`src/csp_pkg.sv`:
```
// package: constants, carriers and decode functions for current-sense configuration
// Operation
// - queue field sets 1 to 4 consecutive out-of-limit results
// - averaging field selects 1x 2x 4x 8x
// - sample time code: 82, 82, 164, 328 ms
// - result updates every sample time times averaging
// - range field selects 10 20 40 80 mV
// - sampling register resets to 03h
// - spike detector always uses current register contents
// - straps seed spike register, host write replaces them
// - host may rewrite spike fields any time
// - threshold is 10 mV plus 5 mV per code
// - duration code maps 1 ms to 4096 ms
// - route bit picks alert or critical pin
// - each new result compared against high, low limits
// - result is 12-bit two's complement value
package csp_pkg;

	// ----------------------------------------
	// register map and reset values
	// ----------------------------------------
	localparam logic [7:0] ADDR_SAMP_CFG = 8'h51;
	localparam logic [7:0] ADDR_SPIKE_CFG = 8'h52;
	localparam logic [7:0] SAMP_CFG_RST = 8'h03;
	localparam logic [7:0] SPIKE_CFG_RST = 8'h00;
	localparam int QUEUE_LSB = 6;
	localparam int AVG_LSB = 4;
	localparam int TIME_LSB = 2;
	localparam int RANGE_LSB = 0;
	localparam int THR_LSB = 4;
	localparam int DUR_LSB = 0;

	// ----------------------------------------
	// timing
	// ----------------------------------------
	localparam int CLK_MHZ = 125;
	localparam int TICK_US = 40;
	localparam int TICK_CYCLES = TICK_US * CLK_MHZ;
	localparam int SAMP_BASE_MS = 82;
	localparam int THR_BASE_MV = 10;
	localparam int THR_STEP_MV = 5;
	localparam logic [1:0] STRAP_SETTLE = 2'h3;

	// ----------------------------------------
	// carriers and state
	// ----------------------------------------
	typedef struct packed {
		logic wr;
		logic rd;
		logic [7:0] addr;
		logic [7:0] wdata;
	} csp_reg_req_t;

	typedef struct packed {
		logic [7:0] samp_cfg;
		logic [7:0] spike_cfg;
		logic strap_pending;
		logic [1:0] strap_wait;
		logic [7:0] sy1;
		logic [7:0] sy2;
		logic [7:0] sy3;
		logic [15:0] tick_cnt;
		logic tick;
		logic [13:0] period_cnt;
		logic conv_start;
		logic [3:0] avg_cnt;
		logic signed [14:0] acc;
		logic [11:0] result;
		logic result_upd;
		logic [2:0] queue_cnt;
		logic high_evt;
		logic low_evt;
		logic [7:0] rdata;
	} csp_main_st_t;

	localparam csp_main_st_t MAIN_RST = '{samp_cfg: SAMP_CFG_RST, spike_cfg: SPIKE_CFG_RST,
		strap_pending: 1'b1, strap_wait: STRAP_SETTLE, default: '0};

	typedef struct packed {
		logic [7:0] m1;
		logic [7:0] m2;
		logic [7:0] m3;
		logic [7:0] mag;
		logic [16:0] cnt;
		logic active;
		logic alert;
		logic crit_n;
	} csp_spike_st_t;

	localparam csp_spike_st_t SPIKE_RST = '{crit_n: 1'b1, default: '0};

	// ----------------------------------------
	// decode functions
	// ----------------------------------------
	// sample time in ticks
	function automatic logic [13:0] samp_ticks(input logic [1:0] code);
		int ms;
		ms = (code == 2'h3) ? SAMP_BASE_MS * 4 : (code == 2'h2) ? SAMP_BASE_MS * 2 : SAMP_BASE_MS;
		return 14'(ms * 1000 / TICK_US);
	endfunction

	// last sample index of an averaging run
	function automatic logic [3:0] avg_last(input logic [1:0] code);
		return 4'((4'h1 << code) - 4'h1);
	endfunction

	// threshold in mV
	function automatic logic [7:0] thr_mv(input logic [3:0] code);
		return 8'(THR_BASE_MV + THR_STEP_MV * int'(code));
	endfunction

	// minimum duration in ticks
	function automatic logic [16:0] dur_ticks(input logic [3:0] code);
		int us;
		case (code)
			4'h0: us = 1000;
			4'h1: us = 5120;
			4'h2: us = 25600;
			4'h3: us = 51200;
			4'h4: us = 76800;
			4'h5: us = 102400;
			4'h6: us = 128000;
			4'h7: us = 256000;
			4'h8: us = 384000;
			4'h9: us = 512000;
			4'hA: us = 768000;
			4'hB: us = 1024000;
			4'hC: us = 1536000;
			4'hD: us = 2048000;
			4'hE: us = 3072000;
			default: us = 4096000;
		endcase
		return 17'(us / TICK_US);
	endfunction

endpackage

```
`src/csp_spike_timer.sv`:
```
// spike detector: threshold compare, duration timer and output routing
`timescale 1ns/100ps
module csp_spike_timer import csp_pkg::*; (
	input wire logic clk,
	input wire logic reset,
	input wire logic ce,
	input wire logic tick,
	input wire logic [7:0] spike_magnitude_mv,
	input wire logic [3:0] spike_threshold_code,
	input wire logic [3:0] spike_min_duration_code,
	input wire logic spike_output_route,
	output logic spike_active,
	output logic spike_alert,
	output logic critical_fault_pin_n
);

	csp_spike_st_t st;
	csp_spike_st_t next_st;
	logic above;
	logic [16:0] target;

	// ----------------------------------------
	// compare and timer
	// ----------------------------------------
	assign above = st.mag > thr_mv(spike_threshold_code);
	assign target = dur_ticks(spike_min_duration_code);

	always_comb begin
		next_st = st;
		// magnitude pin sync, taken once stages two and three agree
		next_st.m1 = spike_magnitude_mv;
		next_st.m2 = st.m1;
		next_st.m3 = st.m2;
		if (st.m2 == st.m3) begin
			next_st.mag = st.m3;
		end
		// timer restarts whenever magnitude is at or below threshold
		if (!above) begin
			next_st.cnt = '0;
		end else if (tick && st.cnt < target) begin
			next_st.cnt = st.cnt + 17'h00001;
		end
		next_st.active = above && next_st.cnt >= target;
		next_st.alert = next_st.active && !spike_output_route;
		next_st.crit_n = !(next_st.active && spike_output_route);
	end

	// state register
	always_ff @(posedge clk) begin
		if (reset) begin
			st <= SPIKE_RST;
		end else if (ce) begin
			st <= next_st;
		end
	end

	assign spike_active = st.active;
	assign spike_alert = st.alert;
	assign critical_fault_pin_n = st.crit_n;
endmodule

```
`src/csp_sense_config.sv`:
```
// current-sense configuration registers, update timing, averaging and limit queue
`timescale 1ns/100ps
module csp_sense_config import csp_pkg::*; #(
	parameter int TICK_COUNT = TICK_CYCLES
) (
	input wire logic clk,
	input wire logic reset,
	input wire logic ce,
	input wire csp_reg_req_t reg_req,
	output logic [7:0] reg_rdata,
	input wire logic [3:0] threshold_strap_pin,
	input wire logic [3:0] duration_strap_pin,
	input wire logic sample_valid,
	input wire logic [11:0] sample_data,
	input wire logic [7:0] sense_high_limit,
	input wire logic [7:0] sense_low_limit,
	input wire logic [7:0] spike_magnitude_mv,
	input wire logic spike_output_route,
	output logic conv_start,
	output logic [1:0] sense_full_scale_select,
	output logic [1:0] sense_average_count,
	output logic [1:0] sense_sample_period,
	output logic [11:0] shunt_voltage_result,
	output logic result_update,
	output logic sense_high_event,
	output logic sense_low_event,
	output logic spike_active,
	output logic spike_alert,
	output logic critical_fault_pin_n
);

	csp_main_st_t st;
	csp_main_st_t next_st;
	logic signed [14:0] sum_all;
	logic signed [14:0] avg_val;
	logic [1:0] queue_code;
	logic [1:0] avg_code;
	logic [1:0] time_code;
	logic [2:0] depth;
	logic [2:0] queue_inc;
	logic hit_high;
	logic hit_low;
	logic wr_samp;
	logic wr_spike;

	// ----------------------------------------
	// field decode
	// ----------------------------------------
	assign queue_code = st.samp_cfg[QUEUE_LSB+:2];
	assign avg_code = st.samp_cfg[AVG_LSB+:2];
	assign time_code = st.samp_cfg[TIME_LSB+:2];
	assign depth = {1'b0, queue_code} + 3'h1;
	assign queue_inc = (st.queue_cnt < depth) ? st.queue_cnt + 3'h1 : st.queue_cnt;
	assign wr_samp = reg_req.wr && reg_req.addr == ADDR_SAMP_CFG;
	assign wr_spike = reg_req.wr && reg_req.addr == ADDR_SPIKE_CFG;

	// sign-extended running sum and averaged value
	assign sum_all = st.acc + {{3{sample_data[11]}}, sample_data};
	assign avg_val = sum_all >>> avg_code;

	// limit comparison on the signed high byte of the result
	assign hit_high = $signed(st.result[11:4]) >= $signed(sense_high_limit);
	assign hit_low = $signed(st.result[11:4]) < $signed(sense_low_limit);

	// ----------------------------------------
	// next state
	// ----------------------------------------
	always_comb begin
		next_st = st;
		next_st.tick = 1'b0;
		next_st.conv_start = 1'b0;
		next_st.result_upd = 1'b0;
		next_st.high_evt = 1'b0;
		next_st.low_evt = 1'b0;

		// strap pins, three-stage sync
		next_st.sy1 = {threshold_strap_pin, duration_strap_pin};
		next_st.sy2 = st.sy1;
		next_st.sy3 = st.sy2;
		if (st.strap_wait != 2'h0) begin
			next_st.strap_wait = st.strap_wait - 2'h1;
		end

		// register writes; a spike write beats a pending strap load
		if (wr_samp) begin
			next_st.samp_cfg = reg_req.wdata;
		end
		// strap load runs beside sampling writes so they never delay it
		if (wr_spike) begin
			next_st.spike_cfg = reg_req.wdata;
			next_st.strap_pending = 1'b0;
		end else if (st.strap_pending && st.strap_wait == 2'h0 && st.sy2 == st.sy3) begin
			next_st.spike_cfg = st.sy3;
			next_st.strap_pending = 1'b0;
		end

		// register read data
		if (reg_req.rd) begin
			if (reg_req.addr == ADDR_SAMP_CFG) begin
				next_st.rdata = st.samp_cfg;
			end else if (reg_req.addr == ADDR_SPIKE_CFG) begin
				next_st.rdata = st.spike_cfg;
			end else begin
				next_st.rdata = 8'h00;
			end
		end

		// time base tick
		if (st.tick_cnt >= 16'(TICK_COUNT - 1)) begin
			next_st.tick_cnt = 16'h0000;
			next_st.tick = 1'b1;
		end else begin
			next_st.tick_cnt = st.tick_cnt + 16'h0001;
		end

		// one conversion per sample time
		if (st.tick) begin
			if (st.period_cnt >= samp_ticks(time_code) - 14'h0001) begin
				next_st.period_cnt = 14'h0000;
				next_st.conv_start = 1'b1;
			end else begin
				next_st.period_cnt = st.period_cnt + 14'h0001;
			end
		end

		// averaging: result once per averaging run
		if (sample_valid) begin
			if (st.avg_cnt >= avg_last(avg_code)) begin
				next_st.result = avg_val[11:0];
				next_st.result_upd = 1'b1;
				next_st.acc = 15'sh0000;
				next_st.avg_cnt = 4'h0;
			end else begin
				next_st.acc = sum_all;
				next_st.avg_cnt = st.avg_cnt + 4'h1;
			end
		end

		// consecutive out-of-limit queue
		if (st.result_upd) begin
			if (hit_high || hit_low) begin
				next_st.queue_cnt = queue_inc;
				if (queue_inc >= depth) begin
					next_st.high_evt = hit_high;
					next_st.low_evt = hit_low;
				end
			end else begin
				next_st.queue_cnt = 3'h0;
			end
		end
	end

	// state register, frozen while ce is low
	always_ff @(posedge clk) begin
		if (reset) begin
			st <= MAIN_RST;
		end else if (ce) begin
			st <= next_st;
		end
	end

	// ----------------------------------------
	// outputs
	// ----------------------------------------
	assign reg_rdata = st.rdata;
	assign conv_start = st.conv_start;
	assign sense_full_scale_select = st.samp_cfg[RANGE_LSB+:2];
	assign sense_average_count = avg_code;
	assign sense_sample_period = time_code;
	assign shunt_voltage_result = st.result;
	assign result_update = st.result_upd;
	assign sense_high_event = st.high_evt;
	assign sense_low_event = st.low_evt;

	// spike detector fed straight from the live register
	csp_spike_timer u_spike (
		.clk(clk),
		.reset(reset),
		.ce(ce),
		.tick(st.tick),
		.spike_magnitude_mv(spike_magnitude_mv),
		.spike_threshold_code(st.spike_cfg[THR_LSB+:4]),
		.spike_min_duration_code(st.spike_cfg[DUR_LSB+:4]),
		.spike_output_route(spike_output_route),
		.spike_active(spike_active),
		.spike_alert(spike_alert),
		.critical_fault_pin_n(critical_fault_pin_n)
	);
endmodule

```
`config.mk`:
```
export PLATFORM = sky130hd
export DESIGN_NAME = csp_sense_config
export DESIGN_NICKNAME = d
export VERILOG_FILES = /design/src/csp_pkg.sv /design/src/csp_spike_timer.sv /design/src/csp_sense_config.sv
export SDC_FILE = /design/constraint.sdc
export NUM_CORES = 1
export LEC_CHECK = 0
export BUFFER_PORTS_ARGS = -buffer_cell sky130_fd_sc_hd__buf_2
export CELL_PAD_IN_SITES_DETAIL_PLACEMENT = 1
export CELL_PAD_IN_SITES_GLOBAL_PLACEMENT = 2
export CORE_MARGIN = 4
export CORE_UTILIZATION = 35
export CTS_BUF_LIST = sky130_fd_sc_hd__clkbuf_8
export DETAILED_ROUTE_END_ITERATION = 10
export PLACE_DENSITY_LB_ADDON = 0.05
export SKIP_CTS_REPAIR_TIMING = 1
export SYNTH_ARGS = -nofsm -noshare
export SYNTH_HDL_FRONTEND = slang
export SYNTH_SLANG_ARGS = --single-unit
export TNS_END_PERCENT = 20
```
`constraint.sdc`:
```
create_clock -name clk -period 21 [get_ports clk]
set_input_delay 1.05 -clock clk [delete_from_list [all_inputs] [get_ports clk]]
set_output_delay 1.05 -clock clk [all_outputs]
set_load 0.03 [all_outputs]
```
# == Word level (Yosys, flattened, before mapping) ==
# Memories as Yosys holds them, arrays and structs flattened. A register that Yosys moved wholly into a read port is not among the register bits.
# Cells that the tools add are included.
# Widths: inputs -> output; s select.
# totals
regBits,172
elab_cells,107
memories,1
inputBits,67
romBits,288
# classes
n_div,2
shift,2
n_mux,23
n_addsub,11
magnitude_cmp,10
reduce_logical,23
eq_ne,6
multipliers,2
# mem_list
memory,words,word_bits,read_ports,rd_clocked_by_memory_dff,wr,line_no,text
(name not given),16,18,1,1,0,csp_pkg.sv:115,case (code)
# ops
cell,n
$div 32x7->32 const B,2
$mux 17,2
$mux 9,3
$mux 8,3
$mux 19,1
$add 17x1->17 const B,1
$ge 17x17->1,1
$lt 17x17->1,1
$add 16x1->16 const B,1
$eq 8x7->1 const B,2
$eq 8x8->1,2
$ge 16x13->1 const B,1
$mul 9x7->16 const B,1
$mux 16,1
$reduce_and 2->1,8
$add 15x15->15,1
$sshr 15x2->12,1
$add 14x1->14 const B,1
$ge 14x14->1,1
$mux 14,1
$sub 14x1->14 const B,1
$add 5x8->8 const A,1
$ge 8x8->1,1
$gt 8x8->1,1
other kinds (22),40

# == Depth between registers and ports, before layout ==
# depth
word_depth,9
mapped_depth,68

# == Cells and area by module ==
# Synthesis repeated with hierarchy kept, for this count alone.
# hier_totals
cells_unflattened,1528
area_unflattened_um2,12502.0
# by_module_without_submodules
mod,instances,area_each_um2,cells_per_inst
csp_sense_config,1,7064.3,823
csp_spike_timer,1,5437.7,705

# == Worst setup path before layout ==
# No wires, ideal clock.
# synth_path
path_kind,flip-flop to flip-flop
start,reg with a tool-made name
end,"reg u_spike.st, in the netlist u_spike.spike_alert"
arrival_ps,10016
period_less_slack_ps,10144
slack_ps,10856
t_required_ps,20872
stages_incl_launch_ff,63
cell_sequence,dfxtp_1 buf_4 and2b_1 a22oi_1 o221a_2 mux2_4 o32ai_4 o21ai_4 mux2i_1 a211oi_2 o22ai_1 a32o_1 a211oi_1 o21ai_1 a221oi_2 inv_2 ha_1 a211o_1 [27 not listed] o21a_1 o21a_1 o21ai_0 nand2b_1 a21oi_1 nor2b_1 o21ai_0 nand2b_1 a21oi_1 o21ai_0 a21o_1 a211o_1 a21oi_1 nor2b_1 o21ai_0 nor2_1 a21oi_1 nor2_1
# synth_rtl
element,line_no,text
end signal: assignment,csp_spike_timer.sv:53,st <= next_st;
end: declaration,csp_spike_timer.sv:17,csp_spike_st_t st;

==> impl_metrics.ini <==
[synth]
ys_seq_area_share_pct = 26.17
synth_warnings = 0
syn_inst = 1777
synthTopCellsByArea = dfxtp_1 26%, ha_1 10%, mux2i_1 6.4%
synth-edff-count = 0
synthArstFlopShare_pct = 0
netlist_area_sq_mm = 0.01415
yosysTopAreaCell = dfxtp_1
ys_ff_latch = 185
syn_avg_cell_area_sq_um = 7.963
synth_ff_type = dfxtp_1
ys_types = 107
synth_top_area_share_pct = 26.17

[global_routing]
use_met3_pct = 3.348
grt_pass1_wl_mm = 68.08
grt.busiest_layer = met2
grt_max_degree = 86
antenna_found_initial = 8
met2_usage_pct = 32.03
grt_pass1_vias = 12720
grt_usage_pct = 18.71
grt-ovfl-total = 0
grtUsageMet1_pct = 24.70

[min_path]
worstHoldEndpoint = st[103]
holdPathStages = 1
hold_start = st[103]
hold_class = reg -> reg

[floorplanning]
core_sq_mm = 0.03982
rows = 73
die_w_um = 209.1
die_height_um = 209.1
die-area_sq_mm = 0.04371
start_util_pct = 35.53
io_pins = 100

[clock_tree]
cts.reportedPaths.clkPinSlew_ns = 0.10
cts_made_buffers = 17
cts_sinks = 185
cts.path.max_buffers = 2
tritoncts = done
clockRootBuffer = clkbuf_8
cts_htree_levels = 4
clock_latency_ns = 0.51

[cells_and_area]
drive_above_1_share_pct = 11.51
instances_no_fill = 2326
syn_to_final_growth_pct = 7.180
nNetsFinal = 1972

[timing]
setup_ws_ns = 8.385
skew_ns = 0.02136
slew_headroom_pct = 23.49
rsz0062_at_grt = false
finalSetupViolations = 0
max_freq_mhz = 79.27
fin_crit_sh_pct = 60.07
timing.hold.ws_ns = 0.4763
setup_tns_ns = 0
worst_pin_slew_ns = 1.138
hold_viol_final = 0
drv_slew = 0
final.min_clock_period_ns = 12.61

[placement]
place_inst = 2291
gp_congestion = 0.8432
place_ws_ns = 8.385
place_hpwl_mm = 30.57
port_buffers = 99

[setup_path]
worst_ep_arrival_time_ns = 12.98
start_kind = flop
crit_fanout = 29
crit_type = reg -> reg
r2r_slack_ns = 8.39
endpoint_kind = flop
cpMostUsedCell = a21oi_1
critical_path.top_delay_family = compound AO/OA/AOI/OAI gates
cp.required_ns = 21.36
worst-path-buf-inv = 5
slowest_delay_ns = 0.61
crit_slowest_cell = nor2b_1
r2r-end = u_spike.spike_alert
r2r_cells = 58

[pwr]
p_per_area_mw_per_mm2 = 48.09
ir_worst_vdd_mv = 0.04264
power_leakage_nw = 6.195

[routing]
ant_nets = 0
via_per_inst = 5.427
dr.first_iter.drc_count = 527
drc_errors = 0
vias = 12620
routed_wl_mm = 41.11
avgRoutedWirePerCell_um = 17.67
drtPass1Iterations = 5

[run]
drv_cap = 0

[run_status]
status = complete, no violations
==> power by group <==
part | internal (W) | leakage, nW | total (W) | switching [W]
Combinational | 0.0000460 | 4.49 | 0.000116 | 0.0000700
Sequential | 0.000358 | 1.50 | 0.000365 | 0.00000696
Clock | 0.000104 | 0.207 | 0.000248 | 0.000145
==> layer usage <==
layer / wire length, um / vias up / share of wire, %
li1: - / 6369 / -
met1: 19580 / 6062 / 48
met2: 19650 / 145 / 48
met3: 1317 / 36 / 3.2
met4: 492 / 12 / 1.2
met5: 70 / - / 0.17
==> Yosys cell counts, drive strengths merged (8+ instances only) <==
cell type  instances
a211oi            31
a21o              17
a21oi            125
a22oi             27
a311oi            11
a31oi             16
and2              16
and3              14
buf               56
clkbuf            75
dfxtp            185
ha               117
inv               72
mux2i             90
nand2            143
nand2b            29
nand3             46
nand4             27
nor2             230
nor2b             24
nor3              28
nor3b             11
o211ai            13
o21a              10
o21ai             95
o21bai            10
o22ai              8
o311ai             9
o31ai              9
or2                9
or3               12
or4               10
xnor2             42
xor2              41
==> final cells by class <==
type	count	area [sq um]
diodes	3	7.507
clock buffers	19	261.5
clock inverters	13	128.9
fillers	4868	24660
inverters	75	281.5
multi-input cells	1388	9483
flip-flops and latches	185	3704
well taps	525	656.9
repair buffers	118	643.1
==> placed cells by master, fill, tap and decap left out, drive strengths merged, types with 28 or more instances in the layout <==
| cell type | count |
|---|---|
| a211oi | 31 |
| a21oi | 125 |
| buf | 118 |
| dfxtp | 185 |
| ha | 117 |
| inv | 83 |
| mux2i | 90 |
| nand2 | 143 |
| nand2b | 29 |
| nand3 | 46 |
| nor2 | 230 |
| nor3 | 28 |
| o21ai | 95 |
| xnor2 | 42 |
| xor2 | 41 |
==> per-stage QoR <==
stage | total power (W) | utilization [%] | instance area, sq um
final | 0.0007294 | 38.08 | 15170
after global routing | 0.0007701 | 38.08 | 15160
after CTS | 0.0007437 | 38.06 | 15160
after detailed placement | 0.0004906 | 37.08 | 14770
after global placement | 0.0004885 | 37.08 | 14770
after floorplan | 0.0004583 | - | 14160
==> how the worst max path moves through the flow <==
stage                                to  slack, ns  start  cells past startpoint
floorplan           u_spike.spike_alert      10.86   flop                     62
global placement    u_spike.spike_alert       8.80   flop                     60
detailed placement  u_spike.spike_alert       8.38   flop                     60
CTS                 u_spike.spike_alert       8.40   flop                     60
global route        u_spike.spike_alert       7.08   flop                     60
finish              u_spike.spike_alert       8.39   flop                     58
==> sequential cells by signal, summed over array words and instances, names as in the netlist, 8 cells and up, named ones only <==
register              cells
st                       72
u_spike.st               33
next_st                  16
u_spike.next_st          16
shunt_voltage_result     12
reg_rdata                 8
==> cell families after synthesis <==
family | Yosys count | synth area share [%]
buffers and inverters | 206 | 6.906
DFF | 185 | 26.17
muxes | 95 | 6.818
and+or+nand+nor | 635 | 21.85
xor gates and xnor gates | 83 | 5.137
adders and majority gates | 120 | 10.77
other | 2 | 0.05307
AOI/OAI and AO/OA | 451 | 22.29
Note: power is estimated with default switching activity, not from simulation.
